## config.mk

```make
export PLATFORM = sky130hd
export DESIGN_NAME = rdio_remote_io
export DESIGN_NICKNAME = d
export VERILOG_FILES = /design/src/core/rdio_pkg.sv /design/src/core/rdio_remote_io.sv
export SDC_FILE = /design/constraint.sdc
export NUM_CORES = 1
export LEC_CHECK = 0
export BUFFER_PORTS_ARGS = -buffer_cell sky130_fd_sc_hd__buf_2
export CAP_MARGIN = 20
export CORE_ASPECT_RATIO = 0.9
export CORE_MARGIN = 5
export CORE_UTILIZATION = 46
export CTS_CLUSTER_SIZE = 16
export DETAILED_ROUTE_END_ITERATION = 7
export GPL_ROUTABILITY_DRIVEN = 0
export GPL_TIMING_DRIVEN = 0
export PLACE_DENSITY = 0.74
export SLEW_MARGIN = 30
export SYNTH_ARGS = -nofsm -noshare
export SYNTH_HDL_FRONTEND = slang
export SYNTH_SLANG_ARGS = --single-unit
```

## constraint.sdc

```tcl
create_clock -name clk -period 3.9 [get_ports clk]
set_input_delay 0.39 -clock clk [delete_from_list [all_inputs] [get_ports clk]]
set_output_delay 0.39 -clock clk [all_outputs]
set_load 0.1 [all_outputs]
```

## src/core/rdio_pkg.sv

```systemverilog
// Package for the dedicated remote input/output handler.
// Assumes one 40 MHz clock and a synchronous active-low reset in every user.
package rdio_pkg;

  // ----------------------------------------------------------------
  // Sizes and fixed assignments
  // ----------------------------------------------------------------
  localparam int NUM_SLOTS = 32;
  localparam int NUM_INPUTS = 32;
  localparam int HALT_INPUT_INDEX = 0;
  localparam int SYNC_STAGES = 2;
  localparam int CLK_PERIOD_NS = 25;

  // ----------------------------------------------------------------
  // Values after reset
  // ----------------------------------------------------------------
  localparam logic RST_FAULT = 1'b0;
  localparam logic RST_EMERGENCY = 1'b0;
  localparam logic RST_DRIVE_ON = 1'b0;
  localparam logic RST_LOCK = 1'b0;
  localparam logic RST_CYCLE_STOP = 1'b0;
  localparam logic RST_EVASION = 1'b0;

  // ----------------------------------------------------------------
  // Dedicated request pins, one bit each
  // ----------------------------------------------------------------
  typedef struct packed {
    logic startAll;
    logic programWaitClear;
    logic faultClearRequest;
    logic cycleStop;
    logic drivePowerOff;
    logic drivePowerOn;
    logic operationRightsRequest;
    logic mechanismLock;
    logic evasionReturnRequest;
    logic generalOutputClear;
  } rdio_req_t;

  // ----------------------------------------------------------------
  // Dedicated status outputs
  // ----------------------------------------------------------------
  typedef struct packed {
    logic waitStatus;
    logic selectEnabled;
    logic faultActive;
    logic cycleStopping;
    logic drivePowerOffEcho;
    logic drivePowerIsOn;
    logic rightsValid;
    logic lockActive;
    logic evasionActive;
    logic emergencyIndication;
    logic anyOperating;
  } rdio_stat_t;

  typedef enum logic [1:0] {
    SLOT_IDLE,
    SLOT_RUN,
    SLOT_WAIT
  } rdio_slot_t;

endpackage : rdio_pkg

```

## src/core/rdio_remote_io.sv

```systemverilog
// Dedicated remote-control input/output handler of a robot controller.
// Assumes request pins and general inputs come from an outside controller
// (synchronised here); fault, emergency and motion-done events come from
// device logic on clk.
// Status outputs follow a request pin after three to four clock edges; the
// general outputs themselves live elsewhere, only their clear pulse leaves.
//
// Notes on behaviour
// - Halt held: all running slots wait
// - Fixed halt sits on input number zero
// - Second halt on configurable input number
// - Program reset clears wait, enables selection
// - Fault clear request leaves error state
// - Fault output held until cleared
// - Cycle stop shown while in progress
// - Power-off held forces drives off, echoed
// - Power-on request turns drives on
// - Operation rights validity reported on output
// - Lock request sets or clears lock
// - Evasion return shown while in progress
// - Output clear resets general outputs
// - Emergency indication when emergency occurred
// - Thirty-two slot starts, per-slot operating outputs
// - Start-all starts every slot, operating shown
`timescale 1ns/1ps

module rdio_remote_io #(
  parameter int NUM_SLOTS = rdio_pkg::NUM_SLOTS,
  parameter int NUM_INPUTS = rdio_pkg::NUM_INPUTS,
  parameter int IDX_W = $clog2(rdio_pkg::NUM_INPUTS)
) (
  input wire logic clk,
  input wire logic rst_n,
  input wire logic [NUM_INPUTS-1:0] generalInputs,
  input wire logic [IDX_W-1:0] assignableHaltIndex,
  input wire rdio_pkg::rdio_req_t dedicatedReq,
  input wire logic [NUM_SLOTS-1:0] slotStart,
  input wire logic remoteModeActive,
  input wire logic [NUM_SLOTS-1:0] slotCycleDone,
  input wire logic errorEvent,
  input wire logic emergencyEvent,
  input wire logic evasionDone,
  output rdio_pkg::rdio_stat_t status,
  output logic [NUM_SLOTS-1:0] slotOperating,
  output logic [NUM_SLOTS-1:0] slotWait,
  output logic generalOutputClearPulse
);

  // ----------------------------------------------------------------
  // Input synchronisers
  // ----------------------------------------------------------------
  localparam int REQ_W = $bits(rdio_pkg::rdio_req_t);
  localparam int PIN_W = NUM_INPUTS + REQ_W + NUM_SLOTS;

  logic [PIN_W-1:0] pinMeta_q;
  logic [PIN_W-1:0] pinSync_q;
  logic [PIN_W-1:0] pinPrev_q;
  logic [PIN_W-1:0] pinRise;

  always_ff @(posedge clk) begin
    if (!rst_n) begin
      pinMeta_q <= '0;
      pinSync_q <= '0;
      pinPrev_q <= '0;
    end else begin
      pinMeta_q <= {generalInputs, dedicatedReq, slotStart};
      pinSync_q <= pinMeta_q;
      pinPrev_q <= pinSync_q;
    end
  end

  // Prev resets low, so a pin already high at release counts as one edge
  // Edge inputs act on rise only
  assign pinRise = pinSync_q & ~pinPrev_q;

  wire logic [NUM_INPUTS-1:0] inLevel = pinSync_q[PIN_W-1 -: NUM_INPUTS];
  wire rdio_pkg::rdio_req_t reqLevel = pinSync_q[NUM_SLOTS +: REQ_W];
  wire rdio_pkg::rdio_req_t reqRise = pinRise[NUM_SLOTS +: REQ_W];
  wire logic [NUM_SLOTS-1:0] slotStartRise = pinRise[NUM_SLOTS-1:0];

  // ----------------------------------------------------------------
  // Halt sources
  // ----------------------------------------------------------------
  // Fixed halt input number
  wire logic fixedHalt = inLevel[rdio_pkg::HALT_INPUT_INDEX];
  wire logic assignableHalt = inLevel[assignableHaltIndex];
  wire logic haltActive = fixedHalt | assignableHalt;

  // ----------------------------------------------------------------
  // Device state registers
  // ----------------------------------------------------------------
  logic fault_q;
  logic fault_d;
  logic emergency_q;
  logic emergency_d;
  logic driveOn_q;
  logic driveOn_d;
  logic lock_q;
  logic lock_d;
  logic cycleStop_q;
  logic cycleStop_d;
  logic evasion_q;
  logic evasion_d;
  logic outClear_q;
  rdio_pkg::rdio_slot_t slot_q [NUM_SLOTS];
  rdio_pkg::rdio_slot_t slot_d [NUM_SLOTS];
  logic [NUM_SLOTS-1:0] running;
  logic [NUM_SLOTS-1:0] idle;
  logic [NUM_SLOTS-1:0] waiting;

  // Emergency is a stop that needs no request from the controller
  wire logic stopAll = haltActive | emergency_q | emergencyEvent;

  // ----------------------------------------------------------------
  // Fault and emergency flags
  // ----------------------------------------------------------------
  // Set wins over clear so a fault at the clearing edge survives
  // Clear on request edge
  assign fault_d = errorEvent | (fault_q & ~reqRise.faultClearRequest);

  // One clear edge drops emergency too; a live event sets it again
  // Emergency sticky, held while present
  assign emergency_d = emergencyEvent | (emergency_q & ~reqRise.faultClearRequest);

  // ----------------------------------------------------------------
  // Drive power and lock
  // ----------------------------------------------------------------
  // Power-off level dominates any power-on edge in the same cycle
  // Held off while input active
  assign driveOn_d = (reqLevel.drivePowerOff | emergency_d) ? 1'b0 :
                     (reqRise.drivePowerOn | driveOn_q);

  // Toggling: the controller reads the lock output to know the state
  // Each request edge flips lock
  assign lock_d = lock_q ^ reqRise.mechanismLock;

  // ----------------------------------------------------------------
  // Cycle stop and evasion return
  // ----------------------------------------------------------------
  // Ignored with no slot running, so nothing is left latched
  // Active until no slot runs
  assign cycleStop_d = (reqRise.cycleStop & (|running)) |
                       (cycleStop_q & (|running));

  // Halt or emergency aborts the return at once
  // Active until motion reports done
  assign evasion_d = (reqRise.evasionReturnRequest & driveOn_q & ~stopAll) |
                     (evasion_q & ~evasionDone & ~stopAll);

  // ----------------------------------------------------------------
  // Start requests
  // ----------------------------------------------------------------
  // Starting needs drives on and no fault; a cycle stop in progress
  // blocks new starts so the stop can complete
  wire logic startAllowed = driveOn_q & ~fault_q & ~cycleStop_q & ~evasion_q & ~stopAll;
  // Own start reaches its own slot only
  wire logic [NUM_SLOTS-1:0] startReq =
      {NUM_SLOTS{startAllowed}} & ({NUM_SLOTS{reqRise.startAll}} | slotStartRise);

  // ----------------------------------------------------------------
  // Per-slot sequencing
  // ----------------------------------------------------------------

  always_comb begin
    for (int i = 0; i < NUM_SLOTS; i++) begin
      slot_d[i] = slot_q[i];
      unique case (slot_q[i])
        rdio_pkg::SLOT_RUN: begin
          // Halt puts running slot in wait
          if (stopAll | ~driveOn_q) begin
            slot_d[i] = rdio_pkg::SLOT_WAIT;
          end else if (slotCycleDone[i]) begin
            slot_d[i] = rdio_pkg::SLOT_IDLE;
          end
        end
        rdio_pkg::SLOT_WAIT: begin
          if (reqRise.programWaitClear) begin
            slot_d[i] = rdio_pkg::SLOT_IDLE;
          end else if (startReq[i]) begin
            slot_d[i] = rdio_pkg::SLOT_RUN;
          end
        end
        rdio_pkg::SLOT_IDLE: begin
          if (startReq[i]) begin
            slot_d[i] = rdio_pkg::SLOT_RUN;
          end
        end
        default: begin
          // Unused state code falls back to idle
          slot_d[i] = rdio_pkg::SLOT_IDLE;
        end
      endcase
    end
  end

  // Summary vectors share one state compare
  function automatic logic slotIn(
    input rdio_pkg::rdio_slot_t s,
    input rdio_pkg::rdio_slot_t v
  );
    return s == v;
  endfunction : slotIn

  always_comb begin
    for (int i = 0; i < NUM_SLOTS; i++) begin
      running[i] = slotIn(slot_q[i], rdio_pkg::SLOT_RUN);
      idle[i] = slotIn(slot_q[i], rdio_pkg::SLOT_IDLE);
      waiting[i] = slotIn(slot_q[i], rdio_pkg::SLOT_WAIT);
    end
  end

  // ----------------------------------------------------------------
  // State flip-flops
  // ----------------------------------------------------------------
  always_ff @(posedge clk) begin
    if (!rst_n) begin
      fault_q <= rdio_pkg::RST_FAULT;
      emergency_q <= rdio_pkg::RST_EMERGENCY;
      driveOn_q <= rdio_pkg::RST_DRIVE_ON;
      lock_q <= rdio_pkg::RST_LOCK;
      cycleStop_q <= rdio_pkg::RST_CYCLE_STOP;
      evasion_q <= rdio_pkg::RST_EVASION;
      outClear_q <= 1'b0;
    end else begin
      fault_q <= fault_d;
      emergency_q <= emergency_d;
      driveOn_q <= driveOn_d;
      lock_q <= lock_d;
      cycleStop_q <= cycleStop_d;
      evasion_q <= evasion_d;
      outClear_q <= reqRise.generalOutputClear;
    end
  end

  always_ff @(posedge clk) begin
    for (int i = 0; i < NUM_SLOTS; i++) begin
      if (!rst_n) begin
        slot_q[i] <= rdio_pkg::SLOT_IDLE;
      end else begin
        slot_q[i] <= slot_d[i];
      end
    end
  end

  // ----------------------------------------------------------------
  // Status outputs
  // ----------------------------------------------------------------
  // Registered so every output comes straight from a flip-flop;
  // status lags internal state by one clock
  rdio_pkg::rdio_stat_t stat_q;
  logic [NUM_SLOTS-1:0] slotOp_q;
  logic [NUM_SLOTS-1:0] slotWait_q;

  always_ff @(posedge clk) begin
    if (!rst_n) begin
      stat_q <= '0;
      slotOp_q <= '0;
      slotWait_q <= '0;
    end else begin
      // Wait output while any slot waits
      stat_q.waitStatus <= |waiting;
      // Selection enabled when all slots idle
      stat_q.selectEnabled <= &idle;
      stat_q.faultActive <= fault_q;
      stat_q.cycleStopping <= cycleStop_q;
      stat_q.drivePowerOffEcho <= reqLevel.drivePowerOff;
      stat_q.drivePowerIsOn <= driveOn_q;
      // No other request is gated by rights; interlocking is outside
      // Rights valid only in remote mode
      stat_q.rightsValid <= reqLevel.operationRightsRequest & remoteModeActive;
      stat_q.lockActive <= lock_q;
      stat_q.evasionActive <= evasion_q;
      stat_q.emergencyIndication <= emergency_q;
      stat_q.anyOperating <= |running;
      slotOp_q <= running;
      slotWait_q <= waiting;
    end
  end

  assign status = stat_q;
  assign slotOperating = slotOp_q;
  assign slotWait = slotWait_q;
  assign generalOutputClearPulse = outClear_q;

endmodule : rdio_remote_io

```

Word level (Yosys, flattened, before mapping)

Memories as Yosys holds them, arrays and structs flattened.
Index checks and enable logic that the tools add are counted.

Register bits after elaboration: 272
Bits in latches: 0
RAM bits: 64
Bits in read-only memories: 0
Logic and storage cells: 389
Memories: 1

Add/subtract/negate cells: 0
$mul: 0
Div/mod/pow operators: 0
Magnitude comparators: 1
Equality and inequality tests: 64
Shifts and indexed selects: 0
Muxes and demuxes: 196
Bitwise logic cells: 68
Reductions and logical operators: 36

Memories:

| memory | words | width | rd ports | clocked after Yosys merged registers in | wr ports | RTL line              | RTL |
|---|---|---|---|---|---|---|---|
| slot_q | 32    | 2     | 32       | 0                                       | 32       | rdio_remote_io.sv:105 | `rdio_pkg::rdio_slot_t slot_q [NUM_SLOTS];` |

Operators by type and width:

| operator           | number |
|---|---|
| $mux 2             | 160 |
| $pmux 2 s3         | 32 |
| $eq 2x1->1 const B | 32 |
| $eq 2x2->1 const B | 32 |
| $logic_not 2->1    | 32 |
| $reduce_or 32->1   | 2 |
| $and 42x42->42     | 1 |
| $not 42->42        | 1 |
| $or 1x1->1         | 42 |
| $and 32x32->32     | 1 |
| $or 32x32->32      | 1 |
| $reduce_and 32->1  | 1 |
| $and 1x1->1        | 13 |
| $not 1->1          | 8 |
| $lt 5x6->1 const B | 1 |
| $bmux 1 s5         | 1 |
| $mux 1             | 3 |
| $reduce_or 2->1    | 1 |
| $xor 1x1->1        | 1 |

Logic depth before layout (Yosys ltp)

Depth in word-level cells: 12
Depth in mapped cells: 8

Least setup slack after synthesis

Ideal clock, no wire load.

Path kind: input-to-reg
Start point: input assignableHaltIndex[2]
End point: memory slot_q[0][1] in the netlist's numbering
Setup time: 0.096 ns
Data arrival time: 1.924 ns
Data required time: 3.804 ns
Setup slack: 1.880 ns
Stages: 6
Path through: buf_2 > mux4_2 > a32oi_2 > buf_6 > a21oi_1 > o41ai_2

RTL lines:

| element         | RTL line              | RTL |
|---|---|---|
| start, declared | rdio_remote_io.sv:35  | `input wire logic [IDX_W-1:0] assignableHaltIndex,` |
| end, declared   | rdio_remote_io.sv:105 |  |

==> results.json <==
{
  "dp_slack_ns": 1.32,
  "post_cts_buffers": 0,
  "cp.required_ns": 4.26,
  "clk_latency_ns": 0.52,
  "ys.flop_type": "dfxtp_1",
  "synth_top_area_cell": "dfxtp_1",
  "grt_pass1_wl_um": 48100,
  "syn_nets": 1246,
  "period_share": 0.613,
  "drt-initial-drc-count": 925,
  "synth_top_area_frac": 0.575,
  "slew_headroom": 0.410,
  "synthCells": 1129,
  "clkTransAtPathRegs_ns": 0.06,
  "cp_max_fo": 10,
  "portBuffers": 191,
  "power_uw": 7250,
  "cap_violations": 0,
  "coreArea_um2": 25000,
  "layout-drive-gt1-share": 0.209,
  "p_leak_uw": 0.00618,
  "clock_power_share": 0.468,
  "drc_errors": 0,
  "fin_crit_ns": 2.39,
  "hpwl_um": 23600,
  "root_buffer": "clkbuf_16",
  "dp_cells": 1662,
  "finalHoldViolations": 0,
  "rsz0062_at_grt": "no",
  "intPower_uw": 5680,
  "grt_pass1_vias": 8671,
  "overflow": 0,
  "top_layer": "met4",
  "yosysWarnings": 0,
  "p_per_area_nw_per_um2": 511,
  "peakVddDrop_v": 0.000350,
  "row_count": 55,
  "p_seq_frac": 0.486,
  "cts_resized": 0,
  "pwr-share-comb": 0.046,
  "wl_met2_um": 13600,
  "grtUsageTotal": 0.215,
  "setup.worst_path.start": "pinSync_q[40]",
  "start_kind": "flop",
  "hold_path_class": "primary input to flop",
  "ys_top_cells_by_area": "dfxtp_1 (57%), and2_1 (14%), nor2b_1 (6.1%)",
  "chipWidth_um": 178,
  "wl_per_cell_um": 18.2,
  "final_cells": 1723,
  "setup_viol": 0,
  "finalSetupTns_ns": 0,
  "synth_enable_flop_cells": 0,
  "synth_area_um2": 11600,
  "wirelength_um": 31300,
  "skew_ns": 0.0204,
  "num_vias": 8818,
  "ys_seq_area_frac": 0.575,
  "syn_to_final_growth_pct": 22.1,
  "fin_ws_ns": 1.51,
  "swShare": 0.216,
  "die_y_um": 161,
  "vias_per_cell": 5.12,
  "wl_met3_um": 3400,
  "cts_buffer_depth": 3,
  "arrival_ns": 2.75,
  "firstDrtPassIters": 6,
  "status": "completed",
  "dieArea_um2": 28600,
  "holdBufCountCts": 0,
  "tritoncts": "built",
  "start_util": 0.464,
  "power.switching_uw": 1570,
  "tightestPinTransition_ns": 0.876,
  "n_antenna_cell": 0,
  "io_pins": 193,
  "wl_met1_um": 13000,
  "crit_path_end_kind": "flop",
  "syn_avg_cell_area_um2": 10.3,
  "ys_ff_latch": 334,
  "max_freq_mhz": 418,
  "crit-reg2reg-launch": "pinSync_q[40]",
  "h-tree-depth": 2,
  "ff2ff_setup_slack_ns": 1.51,
  "antenna_found_initial": 0,
  "synth_cell_type_count": 35,
  "final_antenna_net_count": 0,
  "cts_buffers": 34,
  "crit_type": "flop to flop",
  "hold_path.startpoint": "generalInputs[15]",
  "async_reset_ff_frac": 0,
  "slew_viol_final": 0,
  "nNetsFinal": 1473,
  "grt_max_degree": 16,
  "cts_sinks": 334
}
-- cells by family after synthesis --
kind of cell / share of synthesized area
compound gates: 0.101
xor+xnor: 0.000753
buf+inv: 0.0371
mux: 0.0228
flops: 0.575
simple gates: 0.263
-- layout by cell type, fill, tap and decap left out, types with 2 or more instances in the layout --
master     count
dfxtp_1      334
and2_1       251
buf_2        200
nor2b_1      114
a21oi_1       55
clkbuf_1      51
nand3_1       50
clkbuf_16     35
o21ai_0       34
a211oi_1      33
inv_1         32
nor4_1        28
o21ai_1       18
o21a_1        15
mux2i_1       13
nand2_1       13
nor3b_1       12
o41ai_2       12
nor3_1         9
nand4_1        8
clkinv_2       8
mux4_2         6
and3_1         6
clkbuf_8       6
buf_6          5
nand2b_1       4
buf_4          4
bufinv_16      4
a32oi_2        2
o22ai_1        2
a221oi_1       2
or4_1          2
nand4b_1       2
-- cell usage after synthesis, drive strengths merged, types with 2 or more instances --
| cell type | number |
|---|---|
| dfxtp | 334 |
| and2 | 251 |
| nor2b | 114 |
| a21oi | 55 |
| o21ai | 52 |
| nand3 | 50 |
| clkbuf | 48 |
| a211oi | 33 |
| inv | 32 |
| nor4 | 28 |
| buf | 18 |
| o21a | 15 |
| mux2i | 13 |
| nand2 | 13 |
| nor3b | 12 |
| o41ai | 12 |
| nor3 | 9 |
| nand4 | 8 |
| and3 | 6 |
| mux4 | 6 |
| nand2b | 4 |
| a221oi | 2 |
| a32oi | 2 |
| nand4b | 2 |
| o22ai | 2 |
| or4 | 2 |
-- flip-flops by register name (all words and copies together) (netlist names), 10 cells and up --
signal and cells:
slotOperating 32, pinSync_q 74, status 10, slotWait 32, pinMeta_q 74, pinPrev_q 41
slot_q 64
-- through the flow --
| step | utilization | area (um^2) | hold WS [ns] |
|---|---|---|---|
| 2_1_floorplan | - | 11600 | 0.367 |
| 3_3_place_gp | 0.519 | 13000 | 0.375 |
| 3_5_place_dp | 0.519 | 13000 | 0.379 |
| 4_1_cts | 0.567 | 14200 | 0.0608 |
| 5_1_grt | 0.567 | 14200 | 0.0606 |
| 6_report | 0.567 | 14200 | 0.0773 |
-- worst max-delay path: stages (launching register included) --
cell      delay, ns
dfxtp_1        0.38
nor2b_1        0.16
clkbuf_1       0.39
clkbuf_1       0.52
clkbuf_1       0.62
o41ai_2        0.16
-- metal layers --
layer,track usage,vias up
met2,0.326,473
li1,-,4250
met3,0.0704,87
met5,0,-
met4,0.0886,0
met1,0.283,4008
-- final timing paths --
kind | cells after the start | to
setup / recovery | 5 | slot_q[0][1]
hold / removal | 2 | pinMeta_q[57]
setup reg to reg | 5 | slot_q[0][1]
hold reg to reg | 1 | generalOutputClearPulse
-- final cells by class --
cell class              count  area, um^2
plain buffers              66         312
clock inverters            17         221
fillers                  2266       10800
well taps                 342         428
multi-input cells         697        4510
clock buffers              44         970
repair buffers            191         956
flip-flops and latches    334        6690
inverters                  32         120
-- power by group through the flow --
| stage | clock network, uW | logic [uW] | registers [uW] |
|---|---|---|---|
| floorplan | 0 | 174 | 3620 |
| global placement | 0 | 329 | 3600 |
| detailed placement | 0 | 334 | 3600 |
| CTS | 3430 | 335 | 3530 |
| global route | 3590 | 370 | 3530 |
| finish | 3390 | 335 | 3530 |
Note: power is estimated with default switching activity, not from simulation.
